**src/tfs_defines.svh**
```systemverilog
// offsets, field positions, reset values and timing counts of the tape block
`ifndef TFS_DEFINES_SVH
`define TFS_DEFINES_SVH
// word bit k of the documented numbering sits at data index 11-k
`define TFS_FN_CODE_HI   11
`define TFS_FN_CODE_LO   9
`define TFS_FN_GAP       8
`define TFS_FN_CHK       7
`define TFS_FN_GO        6
`define TFS_FN_STEP      5
`define TFS_CM_UNIT_HI   11
`define TFS_CM_UNIT_LO   9
`define TFS_CM_PAR       8
`define TFS_CM_IE_ERR    7
`define TFS_CM_IE_DONE   6
`define TFS_CM_FLD_HI    5
`define TFS_CM_FLD_LO    3
`define TFS_CM_DENS_HI   1
`define TFS_CM_DENS_LO   0
`define TFS_DENS_NINE    2'h3
`define TFS_FIELD_TOP    3'h7
`define TFS_ADDR_TOP     12'hfff
`define TFS_WORD_RESET   12'h000
`define TFS_ADDR_RESET   15'h0000
`define TFS_FIFO_DEPTH   16
`define TFS_WORD_W       12
// settling window for the bad-tape check, in ns, and its cycle count
`define TFS_CLK_NS       25
`define TFS_SETTLE_NS    2000
`define TFS_SETTLE_CYC   ((`TFS_SETTLE_NS) / (`TFS_CLK_NS))
`endif

```
**src/tfs_pkg.sv**
```systemverilog
// types shared by the tape function and status block
package tfs_pkg;
  typedef enum logic [2:0] {
    TFS_IO_NONE      = 3'b000,
    TFS_IO_LOAD_CNT  = 3'b001,
    TFS_IO_LOAD_ADDR = 3'b010,
    TFS_IO_LOAD_CMD  = 3'b011,
    TFS_IO_LOAD_FUNC = 3'b100,
    TFS_IO_LOAD_BUF  = 3'b101,
    TFS_IO_RD_MAIN   = 3'b110,
    TFS_IO_RD_FUNC   = 3'b111
  } tfs_io_t;
  typedef enum logic [2:0] {
    TFS_FN_OFFLINE = 3'b000,
    TFS_FN_REWIND  = 3'b001,
    TFS_FN_READ    = 3'b010,
    TFS_FN_COMPARE = 3'b011,
    TFS_FN_WRITE   = 3'b100,
    TFS_FN_MARK    = 3'b101,
    TFS_FN_SPC_FWD = 3'b110,
    TFS_FN_SPC_REV = 3'b111
  } tfs_fn_t;
  typedef enum logic [1:0] {
    TFS_ST_IDLE = 2'b00,
    TFS_ST_ARM  = 2'b01,
    TFS_ST_RUN  = 2'b10
  } tfs_state_t;
endpackage : tfs_pkg

```
**src/tfs_core.sv**
```systemverilog
// tape function decode, field stepping, data break and status words
`timescale 1ns/1ps
`default_nettype none
`include "tfs_defines.svh"

module tfs_sync #(parameter int W = 1) (
  input  wire logic         core_clk,
  input  wire logic         reset,
  input  wire logic [W-1:0] din,
  output logic      [W-1:0] dout
);
  logic [W-1:0] meta_ff;
  always_ff @(posedge core_clk) begin
    if (reset) begin
      meta_ff <= '0;
      dout    <= '0;
    end else begin
      meta_ff <= din;
      dout    <= meta_ff;
    end
  end
endmodule : tfs_sync

module tfs_fifo #(parameter int W = 12, parameter int D = 16) (
  input  wire logic         core_clk,
  input  wire logic         reset,
  input  wire logic         ce,
  input  wire logic         flush,
  input  wire logic         in_valid,
  output logic              in_ready,
  input  wire logic [W-1:0] in_data,
  output logic              out_valid,
  input  wire logic         out_ready,
  output logic      [W-1:0] out_data
);
  localparam int AW = $clog2(D);
  logic [W-1:0]  mem [D];
  logic [AW-1:0] wr_ff;
  logic [AW-1:0] rd_ff;
  logic [AW:0]   cnt_ff;
  wire           push = in_valid && in_ready;
  wire           pop  = out_valid && out_ready;
  assign in_ready  = cnt_ff < (AW+1)'(D);
  assign out_valid = cnt_ff != '0;
  assign out_data  = mem[rd_ff];
  always_ff @(posedge core_clk) begin
    if (ce && push)
      mem[wr_ff] <= in_data;
  end
  always_ff @(posedge core_clk) begin
    if (reset || (ce && flush)) begin
      wr_ff  <= '0;
      rd_ff  <= '0;
      cnt_ff <= '0;
    end else if (ce) begin
      if (push)
        wr_ff <= wr_ff + 1'b1;
      if (pop)
        rd_ff <= rd_ff + 1'b1;
      cnt_ff <= cnt_ff + (AW+1)'(push) - (AW+1)'(pop);
    end
  end
endmodule : tfs_fifo

module tfs_core (
  // clock, reset, enable
  input  wire logic        core_clk,
  input  wire logic        reset,
  input  wire logic        ce,
  // processor i/o instructions
  input  wire logic        io_valid,
  input  wire tfs_pkg::tfs_io_t io_op,
  input  wire logic [11:0] io_wdata,
  output logic      [11:0] io_rdata_ff,
  output logic             io_rvalid_ff,
  // single-cycle data break
  output logic             brk_req_ff,
  output logic             brk_to_mem_ff,
  output logic      [14:0] brk_addr_ff,
  output logic      [11:0] brk_wdata_ff,
  input  wire logic        brk_ack,
  input  wire logic [11:0] brk_rdata,
  output logic             irq_ff,
  // transport levels: ready, rewinding, start, offline, protect, end, nine
  input  wire logic [6:0]  tp_level,
  // transport pulses: word in, word wanted, rec end, mark, lat, lon, missing
  input  wire logic [6:0]  tp_event,
  input  wire logic [11:0] tp_rd_word,
  // transport commands
  output logic             tp_go_ff,
  output tfs_pkg::tfs_fn_t tp_func_ff,
  output logic             tp_long_gap_ff,
  output logic      [2:0]  tp_unit_ff,
  output logic      [1:0]  tp_density_ff,
  output logic             tp_odd_parity_ff,
  output logic      [11:0] tp_wr_word_ff,
  output logic             tp_wr_valid_ff
);
  logic [6:0]  lvl;
  logic [6:0]  evt_s;
  logic [6:0]  evt_d_ff;
  logic [11:0] rdw;
  tfs_sync #(.W(7))  u_lvl (.core_clk(core_clk), .reset(reset),
                            .din(tp_level), .dout(lvl));
  tfs_sync #(.W(7))  u_evt (.core_clk(core_clk), .reset(reset),
                            .din(tp_event), .dout(evt_s));
  tfs_sync #(.W(12)) u_rdw (.core_clk(core_clk), .reset(reset),
                            .din(tp_rd_word), .dout(rdw));
  wire [6:0] evt = evt_s & ~evt_d_ff;
  wire t_ready = lvl[0];
  wire t_rew   = lvl[1];
  wire t_start = lvl[2];
  wire t_off   = lvl[3];
  wire t_prot  = lvl[4];
  wire t_end   = lvl[5];
  wire t_nine  = lvl[6];
  wire e_word  = evt[0];
  wire e_want  = evt[1];
  wire e_rend  = evt[2];
  wire e_mark  = evt[3];
  wire e_lat   = evt[4];
  wire e_lon   = evt[5];
  wire e_miss  = evt[6];

  // registers
  tfs_pkg::tfs_state_t state_ff, nxt_state;
  logic [11:0] function_control_ff;
  logic [11:0] cmd_ff;
  logic [11:0] buf_ff;
  logic [11:0] count_ff;
  logic [14:0] addr_ff;
  logic [11:0] rx_cnt_ff;
  logic        rx_ovf_ff;
  logic [1:0]  rx_cc_ff;
  logic        wc_ovf_ff;
  logic        frozen_ff;
  logic        last_wr_ff;
  logic        err_ff, done_ff, pend_ff, halt_ff;
  logic        par_ff, mark_ff, len_ff, late_ff, cmp_ff, ill_ff;
  logic        bad_ff, f7_ff, lat_ff, lon_ff;
  logic [1:0]  miss_ff;
  logic [6:0]  settle_ff;

  // function decode
  wire tfs_pkg::tfs_fn_t fn = tfs_pkg::tfs_fn_t'(
    function_control_ff[`TFS_FN_CODE_HI:`TFS_FN_CODE_LO]);
  wire is_rd   = fn == tfs_pkg::TFS_FN_READ;
  wire is_cmp  = fn == tfs_pkg::TFS_FN_COMPARE;
  wire is_wr   = fn == tfs_pkg::TFS_FN_WRITE;
  wire is_mark = fn == tfs_pkg::TFS_FN_MARK;
  wire is_sfwd = fn == tfs_pkg::TFS_FN_SPC_FWD;
  wire is_srev = fn == tfs_pkg::TFS_FN_SPC_REV;
  wire is_in   = is_rd || is_cmp;
  wire busy    = state_ff != tfs_pkg::TFS_ST_IDLE;
  wire running = state_ff == tfs_pkg::TFS_ST_RUN;

  // i/o decode
  wire io_cnt  = io_valid && io_op == tfs_pkg::TFS_IO_LOAD_CNT;
  wire io_addr = io_valid && io_op == tfs_pkg::TFS_IO_LOAD_ADDR;
  wire io_cmd  = io_valid && io_op == tfs_pkg::TFS_IO_LOAD_CMD;
  wire io_fn   = io_valid && io_op == tfs_pkg::TFS_IO_LOAD_FUNC;
  wire io_buf  = io_valid && io_op == tfs_pkg::TFS_IO_LOAD_BUF;
  wire io_rdm  = io_valid && io_op == tfs_pkg::TFS_IO_RD_MAIN;
  wire io_rdf  = io_valid && io_op == tfs_pkg::TFS_IO_RD_FUNC;

  // illegal function check on the word being loaded
  wire tfs_pkg::tfs_fn_t new_fn = tfs_pkg::tfs_fn_t'(
    io_wdata[`TFS_FN_CODE_HI:`TFS_FN_CODE_LO]);
  wire new_go   = io_wdata[`TFS_FN_GO];
  wire new_in   = new_fn == tfs_pkg::TFS_FN_READ ||
                  new_fn == tfs_pkg::TFS_FN_COMPARE ||
                  new_fn == tfs_pkg::TFS_FN_SPC_FWD;
  wire new_wr   = new_fn == tfs_pkg::TFS_FN_WRITE ||
                  new_fn == tfs_pkg::TFS_FN_MARK;
  wire bad_dens = t_nine &&
    cmd_ff[`TFS_CM_DENS_HI:`TFS_CM_DENS_LO] != `TFS_DENS_NINE;
  wire ill_busy = busy && (io_cmd || io_fn || io_buf);
  wire ill_fn   = io_fn && !busy && new_go &&
                  (bad_dens ||
                   (new_fn == tfs_pkg::TFS_FN_SPC_REV && t_start) ||
                   (new_in && last_wr_ff) ||
                   !t_ready ||
                   (new_wr && t_prot));
  wire ill_now  = ill_busy || ill_fn;
  wire start    = io_fn && !busy && new_go && !ill_fn;

  // address stepping over the 15-bit field and address counter
  wire        step_en = function_control_ff[`TFS_FN_STEP];
  wire [2:0]  fld     = addr_ff[14:12];
  wire        at_top  = addr_ff[11:0] == `TFS_ADDR_TOP;
  wire        f7_wrap = step_en && at_top && fld == `TFS_FIELD_TOP;
  wire [14:0] addr_up = (step_en && !f7_wrap) ? addr_ff + 15'h0001
                      : {fld, addr_ff[11:0] + 12'h001};

  // fifo between transport and data break
  logic        fi_valid, fi_ready, fo_valid, fo_ready;
  logic [11:0] fi_data, fo_data;
  wire rx_take   = running && is_in && e_word;
  wire rx_keep   = !rx_ovf_ff || rx_cc_ff != 2'h0;
  wire brk_done  = brk_req_ff && brk_ack;
  assign fi_valid = is_in ? (rx_take && rx_keep) : (brk_done && is_wr);
  assign fi_data  = is_in ? rdw : brk_rdata;
  wire tx_take   = running && is_wr && e_want;
  assign fo_ready = is_in ? brk_done : (tx_take && fo_valid);
  tfs_fifo #(.W(`TFS_WORD_W), .D(`TFS_FIFO_DEPTH)) u_fifo (
    .core_clk(core_clk), .reset(reset), .ce(ce), .flush(start),
    .in_valid(fi_valid), .in_ready(fi_ready), .in_data(fi_data),
    .out_valid(fo_valid), .out_ready(fo_ready), .out_data(fo_data));

  // data break launch
  wire brk_go = running && !halt_ff && !brk_req_ff &&
                (is_in ? fo_valid : (is_wr && !wc_ovf_ff && fi_ready));
  wire mism   = brk_done && is_cmp && brk_rdata != fo_data;
  wire wc_inc = brk_done || (running && (is_sfwd || is_srev) && e_rend);
  wire wc_wrap = wc_inc && count_ff == `TFS_ADDR_TOP;

  // error events, deferred until job done
  wire late_ev = (rx_take && rx_keep && !fi_ready) ||
                 (tx_take && !fo_valid);
  wire short_ev = running && is_in && e_rend && !rx_ovf_ff;
  wire long_ev  = rx_take && !rx_keep;
  wire bad_ev   = rx_take && miss_ff == 2'h2 && settle_ff != 7'h00 &&
                  !rx_ovf_ff;
  wire f7_ev    = brk_go && f7_wrap;
  wire space_stop = e_mark || t_start || t_end || wc_wrap || wc_ovf_ff;
  wire job_end  = running && e_rend &&
                  ((is_in || is_wr || is_mark) ||
                   ((is_sfwd || is_srev) && space_stop));
  wire any_err  = mism || late_ev || short_ev || long_ev || bad_ev || f7_ev ||
                  e_lat || e_lon || (is_sfwd && t_end) || t_start;

  always_comb begin
    nxt_state = state_ff;
    case (state_ff)
      tfs_pkg::TFS_ST_IDLE: if (start) nxt_state = tfs_pkg::TFS_ST_ARM;
      tfs_pkg::TFS_ST_ARM:  if (ill_now) nxt_state = tfs_pkg::TFS_ST_IDLE;
                            else if (t_ready) nxt_state = tfs_pkg::TFS_ST_RUN;
      tfs_pkg::TFS_ST_RUN:  if (job_end || ill_now)
                              nxt_state = tfs_pkg::TFS_ST_IDLE;
      default:              nxt_state = tfs_pkg::TFS_ST_IDLE;
    endcase
  end

  // status words
  wire [11:0] main_word = {err_ff, t_rew, t_start, t_off, par_ff,
                           mark_ff, len_ff, late_ff, t_end,
                           t_prot, cmp_ff, ill_ff};
  wire [11:0] func_word = {function_control_ff[11:6], t_nine,
                           bad_ff, f7_ff, lat_ff, 1'b0, lon_ff};

  always_ff @(posedge core_clk) begin
    if (reset) begin
      state_ff <= tfs_pkg::TFS_ST_IDLE;
      evt_d_ff <= 7'h00;
      function_control_ff <= `TFS_WORD_RESET;
      cmd_ff   <= `TFS_WORD_RESET;
      buf_ff   <= `TFS_WORD_RESET;
    end else if (ce) begin
      state_ff <= nxt_state;
      evt_d_ff <= evt_s;
      if (io_fn && !busy)
        function_control_ff <= io_wdata;
      if (io_cmd && !busy)
        cmd_ff <= io_wdata;
      if (io_buf && !busy)
        buf_ff <= io_wdata;
    end
  end

  // counters
  always_ff @(posedge core_clk) begin
    if (reset) begin
      count_ff  <= `TFS_WORD_RESET;
      addr_ff   <= `TFS_ADDR_RESET;
      rx_cnt_ff <= `TFS_WORD_RESET;
      rx_ovf_ff <= 1'b0;
      rx_cc_ff  <= 2'h0;
      wc_ovf_ff <= 1'b0;
      frozen_ff <= 1'b0;
    end else if (ce) begin
      if (io_cnt && !busy)
        count_ff <= io_wdata;
      else if (wc_inc)
        count_ff <= count_ff + 12'h001;
      if (io_addr && !busy)
        addr_ff[11:0] <= io_wdata;
      else if (io_cmd && !busy)
        addr_ff[14:12] <= io_wdata[`TFS_CM_FLD_HI:`TFS_CM_FLD_LO];
      else if (brk_go && !frozen_ff)
        addr_ff <= addr_up;
      frozen_ff <= start ? 1'b0 : (frozen_ff || mism);
      wc_ovf_ff <= start ? 1'b0 : (wc_ovf_ff || wc_wrap);
      if (start) begin
        rx_cnt_ff <= count_ff;
        rx_ovf_ff <= 1'b0;
        rx_cc_ff  <= !io_wdata[`TFS_FN_CHK] ? 2'h0 :
                     (t_nine ? 2'h2 : 2'h1);
      end else if (rx_take) begin
        if (!rx_ovf_ff) begin
          rx_cnt_ff <= rx_cnt_ff + 12'h001;
          rx_ovf_ff <= rx_cnt_ff == `TFS_ADDR_TOP;
        end else if (rx_cc_ff != 2'h0)
          rx_cc_ff <= rx_cc_ff - 2'h1;
      end
    end
  end

  // bad tape window: missing-character run and settle countdown
  always_ff @(posedge core_clk) begin
    if (reset) begin
      miss_ff   <= 2'h0;
      settle_ff <= 7'h00;
    end else if (ce) begin
      if (e_miss) begin
        miss_ff   <= (miss_ff == 2'h2) ? miss_ff : miss_ff + 2'h1;
        settle_ff <= 7'(`TFS_SETTLE_CYC);
      end else begin
        if (rx_take)
          miss_ff <= 2'h0;
        if (settle_ff != 7'h00)
          settle_ff <= settle_ff - 7'h01;
      end
    end
  end

  // flags: a set in the same cycle as a clear wins
  always_ff @(posedge core_clk) begin
    if (reset) begin
      {err_ff, done_ff, pend_ff, halt_ff, last_wr_ff} <= 5'h00;
      {par_ff, mark_ff, len_ff, late_ff, cmp_ff, ill_ff} <= 6'h00;
      {bad_ff, f7_ff, lat_ff, lon_ff} <= 4'h0;
    end else if (ce) begin
      pend_ff <= (pend_ff && !start) || any_err;
      err_ff  <= (err_ff && !start) || ill_now ||
                 (job_end && (pend_ff || any_err));
      halt_ff <= (halt_ff && !start) || ill_now;
      done_ff <= (done_ff && !start) || job_end;
      if (start)
        last_wr_ff <= new_wr;
      ill_ff  <= (ill_ff  && !start) || ill_now;
      cmp_ff  <= (cmp_ff  && !start) || mism;
      late_ff <= (late_ff && !start) || late_ev;
      len_ff  <= (len_ff  && !start) || short_ev || long_ev;
      mark_ff <= (mark_ff && !start) ||
                 (running && e_mark && (is_in || is_sfwd || is_srev));
      lat_ff  <= (lat_ff  && !start) || (running && e_lat);
      lon_ff  <= (lon_ff  && !start) || (running && e_lon);
      par_ff  <= (par_ff  && !start) || (running && (e_lat || e_lon));
      f7_ff   <= (f7_ff   && !start) || f7_ev;
      bad_ff  <= (bad_ff  && !start) || bad_ev;
    end
  end

  // data break and transport outputs
  always_ff @(posedge core_clk) begin
    if (reset) begin
      brk_req_ff    <= 1'b0;
      brk_to_mem_ff <= 1'b0;
      brk_addr_ff   <= `TFS_ADDR_RESET;
      brk_wdata_ff  <= `TFS_WORD_RESET;
      tp_wr_word_ff <= `TFS_WORD_RESET;
      tp_wr_valid_ff <= 1'b0;
    end else if (ce) begin
      if (brk_go) begin
        brk_req_ff    <= 1'b1;
        brk_to_mem_ff <= is_rd;
        brk_addr_ff   <= frozen_ff ? addr_ff : addr_up;
        brk_wdata_ff  <= fo_data;
      end else if (brk_done || halt_ff || ill_now)
        brk_req_ff <= 1'b0;
      tp_wr_valid_ff <= tx_take && fo_valid;
      if (tx_take && fo_valid)
        tp_wr_word_ff <= fo_data;
    end
  end

  always_ff @(posedge core_clk) begin
    if (reset) begin
      tp_go_ff         <= 1'b0;
      tp_func_ff       <= tfs_pkg::TFS_FN_OFFLINE;
      tp_long_gap_ff   <= 1'b0;
      tp_unit_ff       <= 3'h0;
      tp_density_ff    <= 2'h0;
      tp_odd_parity_ff <= 1'b0;
      io_rdata_ff      <= `TFS_WORD_RESET;
      io_rvalid_ff     <= 1'b0;
      irq_ff           <= 1'b0;
    end else if (ce) begin
      tp_go_ff <= state_ff == tfs_pkg::TFS_ST_ARM && t_ready &&
                  !ill_now;
      tp_func_ff       <= fn;
      tp_long_gap_ff   <= function_control_ff[`TFS_FN_GAP];
      tp_unit_ff       <= cmd_ff[`TFS_CM_UNIT_HI:`TFS_CM_UNIT_LO];
      tp_density_ff    <= cmd_ff[`TFS_CM_DENS_HI:`TFS_CM_DENS_LO];
      tp_odd_parity_ff <= cmd_ff[`TFS_CM_PAR];
      io_rvalid_ff     <= io_rdm || io_rdf;
      io_rdata_ff      <= io_rdm ? main_word :
                          (io_rdf ? func_word : `TFS_WORD_RESET);
      irq_ff <= (err_ff && cmd_ff[`TFS_CM_IE_ERR]) ||
                (done_ff && cmd_ff[`TFS_CM_IE_DONE]);
    end
  end
endmodule : tfs_core
`default_nettype wire

```
**config.mk**
```make
export PLATFORM = sky130hd
export DESIGN_NAME = tfs_core
export DESIGN_NICKNAME = d
export VERILOG_FILES = /design/src/tfs_pkg.sv /design/src/tfs_core.sv
export VERILOG_INCLUDE_DIRS = /design/src
export SDC_FILE = /design/constraint.sdc
export NUM_CORES = 1
export LEC_CHECK = 0
export ABC_AREA = 1
export ABC_CLOCK_PERIOD_IN_PS = 4800
export BUFFER_PORTS_ARGS = -buffer_cell sky130_fd_sc_hd__buf_2
export CORE_MARGIN = 1
export CORE_UTILIZATION = 65
export CTS_CLUSTER_SIZE = 14
export DETAILED_ROUTE_END_ITERATION = 10
export PLACE_DENSITY = 0.86
export SYNTH_ARGS = -nofsm -noshare
export SYNTH_HDL_FRONTEND = slang
export SYNTH_SLANG_ARGS = --single-unit
```
**constraint.sdc**
```tcl
create_clock -name core_clk -period 4.8 [get_ports core_clk]
set_input_delay 0.48 -clock core_clk [delete_from_list [all_inputs] [get_ports core_clk]]
set_output_delay 0.48 -clock core_clk [all_outputs]
set_load 0.02 [all_outputs]
```
* After elaboration in Yosys (flattened, before gate mapping) *
Memories as Yosys holds them, arrays and structs flattened. A register that Yosys moved wholly into a read port is not among the register bits.
Cells that the tools add are included.

storage, ports and cells
  flip-flop bits (word level) = 233
  memory bits (writable) = 192
  input bits = 58
  output and inout port bits = 67
  word-level logic and storage cells = 333
  memories = 1

cells by class
  add/sub/neg operators = 11
  $lt $le $gt $ge = 1
  eq/ne operators = 34
  mux-type cells = 44
  bitwise logic cells = 3
  reduce and logical (&&, ||, !) cells = 186

memory list
  name        words  width  read ports  clocked after Yosys merged registers in  write ports  line            RTL
  u_fifo.mem  16     12     1           1                                        1            tfs_core.sv:37  logic [W-1:0] mem [D];

operator list
  cell                   number
  $mux 12                10
  $logic_and 1x1->1      82
  $logic_or 1x1->1       59
  $mux 15                3
  $eq 3x3->1 const B     13
  $add 12x1->12 const B  3
  $eq 12x12->1 const B   3
  $mux 2                 13
  $reduce_and 2->1       11
  $reduce_bool 2->1      11
  $eq 3x2->1 const B     6
  $add 15x1->15 const B  1
  $logic_not 1->1        14
  $mux 7                 2
  $mux 1                 12
  $ne 12x12->1           1
  $reduce_and 3->1       4
  $add 4x1->4 const B    2
  $mux 4                 2
  $reduce_and 4->1       2
  $and 7x7->7            1
  $not 7->7              1
  $reduce_bool 7->1      1
  $sub 7x1->7 const B    1
  other kinds (16)       21

* Depth between registers and ports, before layout *
Gate-level depths: netlist of the first run.

  word-level depth = 19
  depth in mapped cells = 19
  mapped depth without buffers = 17

* Modules after synthesis *
From an unflattened synthesis of the first run, not the netlist that was laid out.

second synthesis, totals
  cell total of the unflattened synthesis = 2238
  area, all modules = 18602.8 um2

modules (own cells, without submodules)
  module                 times used  cells an instance  area each (um2)  seq. area each (um2)
  tfs_fifo               1           919                9206.3           6105.9
  tfs_core               1           1159               7920.1           3183.1
  tfs_sync at u_evt ...  2           43                 396.6            280.3
  tfs_sync at u_rdw      1           74                 683.2            480.5

* Least setup slack after synthesis of the first run *
Ideal clock, no wire load.

  kind = flip-flop to flip-flop
  start = register brk_req_ff
  end = register u_fifo.cnt_ff[4]
  library setup time = 0.070 ns
  arrival time = 2.407 ns
  required time = 4.730 ns
  setup slack = 2.324 ns
  cell stages (with the launch flop) = 17
  path buffers = 0
  period minus slack after synthesis = 2.476 ns
  path through = dfxtp_1 nand2_1 inv_1 nand2_1 a21oi_2 ha_1 inv_1 ha_1 inv_1 fa_1 o21ai_0 a21oi_1 nand2_1 nand2_1 nor2_1 o21ai_0 a21oi_1

on the way
  word-level cells in the longest chain between the ends = 6
  elaborated cells between the ends (all ways) = 8
  classes of those cells = 2 x add/sub; 2 x mux; 4 x reduce/logical

RTL lines
  item                    line             RTL
  start, declared         tfs_core.sv:77   output logic brk_req_ff,
  start signal, assigned  tfs_core.sv:357  brk_req_ff <= 1'b0;
  start signal, assigned  tfs_core.sv:365  brk_req_ff <= 1'b1;
  start signal, assigned  tfs_core.sv:370  brk_req_ff <= 1'b0;
  $logic_and 1x1->1 *     tfs_core.sv:200  wire brk_done = brk_req_ff && brk_ack;
  $logic_and 1x1->1       tfs_core.sv:201  assign fi_valid = is_in ? (rx_take && rx_keep) : (brk_done && is_wr);
  $mux 1                  tfs_core.sv:201
  $logic_and 1x1->1       tfs_core.sv:41   wire push = in_valid && in_ready;
  $add 5x1->5             tfs_core.sv:60   cnt_ff <= cnt_ff + (AW+1)'(push) - (AW+1)'(pop);
  $sub 5x1->5 *           tfs_core.sv:60
  end signal, assigned    tfs_core.sv:60
  end, declared           tfs_core.sv:40   logic [AW:0] cnt_ff;

Every way passes the cells marked *; elsewhere a longest branch is shown, timed or not.
A chain may end at the register's enable or synchronous reset.

* Final worst setup path of the first run *
  start = register function_control_ff[10]
  end = register u_fifo.cnt_ff[4]

on the way
  word-level cells in the longest chain between the ends = 9
  elaborated cells between the ends (all ways) = 17
  classes of those cells = 2 x add/sub; 3 x eq/ne; 2 x mux; 10 x reduce/logical

RTL lines
  item                                  line                              RTL
  start, declared                       tfs_core.sv:127                   logic [11:0] function_control_ff;
  start signal, assigned                tfs_core.sv:255                   function_control_ff <= `TFS_WORD_RESET;
  start signal, assigned                tfs_core.sv:262                   function_control_ff <= io_wdata;
  $eq 3x2->1, on equally long branches  tfs_core.sv:147, tfs_core.sv:148
  $logic_or 1x1->1                      tfs_core.sv:153                   wire is_in = is_rd || is_cmp;
  $logic_and 1x1->1 (2 in a row)        tfs_core.sv:198                   wire rx_take = running && is_in && e_word;
  $logic_and 1x1->1                     tfs_core.sv:201
  $mux 1                                tfs_core.sv:201
  $logic_and 1x1->1                     tfs_core.sv:41
  $add 5x1->5                           tfs_core.sv:60
  $sub 5x1->5 *                         tfs_core.sv:60

Marks and branches as above.

==> results of run 1 <==
[power by group]
group | internal (W) | switching, W
Clock | 0.00169 | 0.00135
Sequential | 0.00381 | 0.0000412
Combinational | 0.000122 | 0.000275
[synthesized netlist by cell type (25+ instances only)]
cell type	number	share of area [%]
inv_1	318	6.5
nand2_1	501	10
buf_2	27	0.74
o21ai_0	155	4.2
nand3_1	169	4.6
dfxtp_1	228	25
edfxtp_1	192	32
o211ai_1	25	1.0
a31oi_1	29	0.99
a21oi_1	101	2.8
nor2_1	183	3.8
clkbuf_1	46	0.94
[worst reg2reg max path, delay by kind of cell, from the launching register on]
kind / cells / cell delay (ns)
adders and majority gates: 3 / 0.83
DFF: 1 / 0.48
buffers and inverters: 3 / 0.49
and+or+nand+nor: 5 / 0.55
AOI/OAI and AO/OA: 5 / 0.77
[cells in the final DEF, fill, tap and decap left out, types with 7 or more instances in the layout]
master,synthesis,final
a211oi_1,7,7
a21oi_1,101,101
a31oi_1,29,29
buf_2,27,123
buf_4,3,24
clkbuf_1,46,15
clkbuf_16,0,42
clkinv_1,1,8
dfxtp_1,228,227
edfxtp_1,192,192
ha_1,18,18
inv_1,318,317
inv_2,10,11
nand2_1,501,501
nand3_1,169,169
nand4_1,8,8
nor2_1,183,183
nor3_1,21,21
o211ai_1,25,25
o21ai_0,155,147
o21ai_1,8,16
o22ai_1,7,7
xor2_1,22,22
[worst min-delay path by stage]
| stage | slack, ns | startpoint | endpoint | cells past startpoint |
|---|---|---|---|---|
| 6_report | 0.13 | tp_event[1] | u_evt.meta_ff[1] | 3 |
| 5_1_grt | 0.13 | tp_level[2] | u_lvl.meta_ff[2] | 3 |
| 4_1_cts | 0.12 | tp_event[1] | u_evt.meta_ff[1] | 3 |
| 3_5_place_dp | 0.40 | u_lvl.meta_ff[4] | u_lvl.dout[4] | 2 |
| 3_3_place_gp | 0.39 | u_evt.meta_ff[1] | u_evt.dout[1] | 2 |
| 2_1_floorplan | 0.39 | u_evt.meta_ff[0] | u_evt.dout[0] | 2 |
[layout make-up]
type	count	area (µm²)	share of cell area [%]
clock inverters	16	125.1	0.6162
flip-flops and latches	420	10330	50.88
multi-input cells	1306	6218	30.62
clock buffers	58	1121	5.521
inverters	330	1241	6.113
well taps	378	473.0	2.329
repair buffers	147	795.8	3.919
[per-layer routing]
metal | vias to the layer above | share of wire (%)
met5 | - | 0
met4 | 0 | 3.3
met1 | 7005 | 40
li1 | 7185 | -
met3 | 125 | 10
met2 | 861 | 46
[kinds of logic after synthesis]
family / Yosys count / share of synthesized area (%)
xor+xnor: 25 / 1.198
buf+inv: 428 / 9.463
simple gates: 910 / 20.72
flops: 420 / 56.53
fa+ha+maj: 19 / 1.342
compound gates: 352 / 10.74
[stage by stage]
step	hold slack (ns)	cell area, µm²	setup WS (ns)	total power [W]
finish	0.1280	20310	1.615	0.007286
global route	0.1277	20310	1.388	0.007490
CTS	0.1193	20310	1.723	0.007285
detailed placement	0.3956	19060	1.761	0.004311
global placement	0.3891	19060	1.816	0.004294
floorplan	0.3883	18270	2.324	0.004176
==> impl_metrics.json, run 1 <==
{
  "status": "finished, final reports clean",
  "die_width_um": 169.7,
  "wl_mm": 46.57,
  "hpwl_mm": 30.13,
  "cts.repair.resized": 0,
  "ff2ff_path_depth": 16,
  "drcViolationCount": 0,
  "cp-end-kind": "register",
  "synth_cell_type_count": 51,
  "grtUsageMet2_pct": 51.59,
  "cap_viol_max_count": 0,
  "drive_gt1_share_pct": 10.32,
  "gp_congestion": 0.9578,
  "critPathLaunchType": "register",
  "crit_top_cell": "nand2_1",
  "syn-cell-area_um2": 18270,
  "fin_crit_ns": 3.185,
  "startpoint": "function_control_ff[10]",
  "grt.met1_usage_pct": 44.47,
  "reg_top3": "u_fifo.mem: 192 flops, addr_ff: 15 flops, brk_addr_ff: 15 flops",
  "dpl.cell_count": 2581,
  "setup_violations": 0,
  "synth_enable_flop_cells": 192,
  "fmax_ghz": 0.3140,
  "grt_overflow": 0,
  "num_antenna_cells": 0,
  "slew_violations": 0,
  "p_leak_nw": 8.732,
  "relSlewSlack_pct": 16.81,
  "crit_buf_inv": 3,
  "rows": 61,
  "avgRoutedWirePerCell_um": 17.54,
  "final.setup.tns_ns": 0,
  "initialDrtViolationCount": 1853,
  "avgSynthCellArea_um2": 8.483,
  "max_stage_delay_ns": 0.48,
  "clock-sinks": 420,
  "drt_pass1_iterations": 6,
  "peakVddDrop_uv": 288.6,
  "hold_path.class": "in -> reg",
  "clk_pin_slew_worst_paths_ns": 0.07,
  "start_util_pct": 65.95,
  "worst_pin_slew_ns": 1.239,
  "period_share_pct": 66.35,
  "cts_root_buf": "clkbuf_16",
  "area_growth_pct": 11.13,
  "fin_skew_ns": 0.02459,
  "die-area_um2": 28790,
  "use_met3_pct": 5.457,
  "die_height_um": 169.7,
  "synthArstFlopShare_pct": 0,
  "hold_violations": 0,
  "clockBufferDepth": 3,
  "vias": 15180,
  "path_max_fanout": 26,
  "via_per_inst": 5.716,
  "reg2reg_from": "function_control_ff[10]",
  "io_pins": 125,
  "cp.required_ns": 5.28,
  "criticalPathCategory": "reg -> reg",
  "r2r_setup_slack_ns": 1.62,
  "largest_register_ffs": 192,
  "htreeDepth": 2,
  "ant_nets": 0,
  "postCtsSetupBuffers": 0,
  "grt_pass1_wl_mm": 72.68,
  "yosysWarningCount": 0,
  "power_density_nw_per_um2": 358.8,
  "syn_nets": 2231,
  "final_util_pct": 73.29,
  "instances_no_fill": 2655,
  "cts_buffers": 41,
  "clkLatencyLatePin_ns": 0.55,
  "holdBufCountCts": 0,
  "timing.rr.end": "u_fifo.cnt_ff[4]",
  "numPortBuffers": 124,
  "path_delay_family": "adder cells",
  "slowest_stage": "dfxtp_1",
  "rsz0062_at_grt": "no",
  "core_um2": 27710,
  "synth_seq_cells": 420,
  "arrival_ns": 3.67,
  "path_cells": "nand2_2 > inv_2 > nand2_1 > a21oi_2 > ha_1 > inv_1 > ha_1 > inv_1 > fa_1 > o21ai_0 > a21oi_1 > nand2_1 > nand2_1 > nor2_1 > o21ai_0 > a21oi_1",
  "grt-busiest-layer": "met2",
  "worstSetupEndpoint": "u_fifo.cnt_ff[4]",
  "ys_seq_area_share_pct": 56.53,
  "regMostFlops": "u_fifo.mem",
  "cts_tree": "built",
  "yosys_most_used_dff": "dfxtp_1",
  "antenna_found_initial": 0,
  "fin_nets": 2323,
  "synthCells": 2154,
  "path_depth": 16,
  "grt_pass1_vias": 13970,
  "grt_usage_pct": 32.34,
  "grt_max_degree": 94,
  "fillers": 1932
}
Note: power is estimated with default switching activity, not from simulation.
==> run 2: changes to the inputs <==
ABC_AREA = 0   (was 1)
ABC_CLOCK_PERIOD_IN_PS = 2600   (was 4800)
CORE_UTILIZATION = 54   (was 65)
PLACE_DENSITY = 0.76   (was 0.86)
clock period = 2.6 ns   (was 4.8 ns; I/O delays follow)
==> impl_metrics.json, run 2 <==
{
  "clockBufferDepth": 3,
  "fin_crit_ns": 2.993,
  "fmax_ghz": 0.3341,
  "cts_tree": "built",
  "grt_pass1_vias": 12900,
  "gp_congestion": 0.8766,
  "arrival_ns": 3.42,
  "grt_max_degree": 101,
  "criticalPathCategory": "reg -> reg",
  "pre_cts_slack_ns": -0.3743,
  "yosys.area.top_type": "edfxtp_1",
  "final.setup.tns_ns": -1.335,
  "drive_gt1_share_pct": 24.36,
  "drt_pass1_iterations": 6,
  "p_leak_nw": 7.848,
  "syn-cell-area_um2": 17800,
  "rows": 66,
  "wl_mm": 46.31,
  "whs_ns": 0.05544,
  "peakVddDrop_uv": 499.2,
  "grt_overflow": 0,
  "slew_violations": 0,
  "htreeDepth": 2,
  "synth_enable_flop_cells": 192,
  "vias": 13640,
  "hold_violations": 0,
  "ant_nets": 0,
  "numPortBuffers": 124,
  "cts_buffers": 42,
  "final_cell_mix": "dfxtp_1, edfxtp_1, nand2_1",
  "r2r_setup_slack_ns": -0.39,
  "die_width_um": 183.5,
  "critPathLaunchType": "register",
  "clock-sinks": 420,
  "setup_violations": 6,
  "num_antenna_cells": 0,
  "largest_register_ffs": 192,
  "avgRoutedWirePerCell_um": 20.05,
  "yosysWarningCount": 0,
  "avgSynthCellArea_um2": 11.13,
  "io_pins": 125,
  "rsz0062_at_grt": "yes",
  "drcViolationCount": 0,
  "path_max_fanout": 5,
  "cts_root_buf": "clkbuf_16",
  "status": "complete, but fails checks",
  "crit_buf_inv": 1,
  "power_density_nw_per_um2": 647.4,
  "cap_viol_max_count": 0,
  "synth_cell_type_count": 76,
  "cp-end-kind": "register",
  "start_util_pct": 54.84,
  "max_stage_delay_ns": 0.53,
  "dpl.cell_count": 2196,
  "netlist_top_cells_area": "edfxtp_1, dfxtp_1, mux2i_1",
  "die_height_um": 183.5,
  "relSlewSlack_pct": 30.71,
  "netlist_top_cells_count": "dfxtp_1, edfxtp_1, nor2_1",
  "path_delay_family": "simple AND/OR/NAND/NOR gates",
  "die-area_um2": 33690,
  "via_per_inst": 5.905,
  "synth.most_common_cell": "dfxtp_1",
  "path_cells": "buf_12 > mux4_2 > a22oi_2 > a21oi_2 > nor4b_2 > or4b_4 > or4_1 > a32o_1",
  "synthCells": 1599,
  "violations": "setup timing",
  "ys_seq_area_share_pct": 58.04,
  "period_share_pct": 115.1,
  "slowest_stage": "or4b_4",
  "reg_top3": "u_fifo.mem: 192 flops, addr_ff: 15 flops, brk_addr_ff: 15 flops",
  "cp.required_ns": 3.03,
  "core_um2": 32450,
  "hold_path.class": "in -> reg",
  "layout_setup_ws_ns": -0.3927,
  "grt_usage_pct": 27.25,
  "area_growth_pct": 22.72,
  "synth_seq_cells": 420,
  "clkLatencyLatePin_ns": 0.54,
  "regMostFlops": "u_fifo.mem",
  "fin_skew_ns": 0.01911,
  "initialDrtViolationCount": 1239,
  "syn_nets": 1676,
  "hpwl_mm": 30.78,
  "fin_nets": 1913,
  "clk_pin_slew_worst_paths_ns": 0.06,
  "grt_pass1_wl_mm": 70.69,
  "synth_top_area_share_pct": 32.40,
  "antenna_found_initial": 1,
  "worst_pin_slew_ns": 1.039,
  "yosys_most_used_dff": "dfxtp_1",
  "final_common_cell": "dfxtp_1",
  "instances_no_fill": 2310,
  "synthArstFlopShare_pct": 0
}
[run 2: cells by family after synthesis]
group / Yosys count / share of synthesized area, %
adders and majority gates: 19 / 1.378
and+or+nand+nor: 597 / 16.34
AOI/OAI and AO/OA: 291 / 10.50
DFF: 420 / 58.04
xor gates and xnor gates: 29 / 1.427
muxes: 121 / 9.196
buffers and inverters: 122 / 3.121
[run 2: metal layers]
metal	vias to the layer above	wire [µm]	track usage [%]
met5	-	11	0
met4	2	1278	9.067
met3	96	3955	4.774
met2	663	21460	43.42
met1	6604	19610	37.75
li1	6276	-	-
[run 2: area by class of cell]
| class | instances | area (µm²) |
|---|---|---|
| clock buffer | 61 | 1244 |
| inverter | 25 | 93.84 |
| multi-input combinational | 1057 | 7137 |
| fill | 2302 | 10610 |
| tap | 442 | 553.0 |
| timing repair buffer | 290 | 2285 |
| clock inverter | 15 | 188.9 |
| sequential | 420 | 10340 |
[run 2: worst paths after layout]
path	endpoint	from	cells after the start
min	count_ff[1]	io_wdata[1]	3
min reg2reg	u_lvl.dout[1]	u_lvl.meta_ff[1]	1
max	pend_ff	register	8
max reg2reg	pend_ff	register	8
[run 2: repair_timing]
action / in CTS / in global routing
setup buffers: 6 / 5
hold buffers: 26 / 0
cloned: 0 / 1
setup endpoints to repair: 57 / 208
pin swaps: 1 / 6
resized for setup: 13 / 15
endpoints found under the hold margin: 26 / 0
[run 2: tightest hold or removal path: cells and delay by family]
family | cells | cell delay, ns
buffers and inverters | 1 | 0.14
and+or+nand+nor | 1 | 0.06
AOI/OAI and AO/OA | 1 | 0.08
[run 2: where the power goes]
part           switching, W  internal, W
sequential        0.0000723      0.00701
clock               0.00250      0.00372
combinational      0.000474     0.000356
[run 2: stage by stage]
| step | cell area (µm²) | util [%] | total power, W |
|---|---|---|---|
| 2_1_floorplan | 17940 | - | 0.007701 |
| 3_3_place_gp | 19920 | 61.37 | 0.007964 |
| 3_5_place_dp | 19920 | 61.37 | 0.007997 |
| 4_1_cts | 21720 | 66.92 | 0.01418 |
| 5_1_grt | 21840 | 67.30 | 0.01454 |
| 6_report | 21840 | 67.30 | 0.01414 |
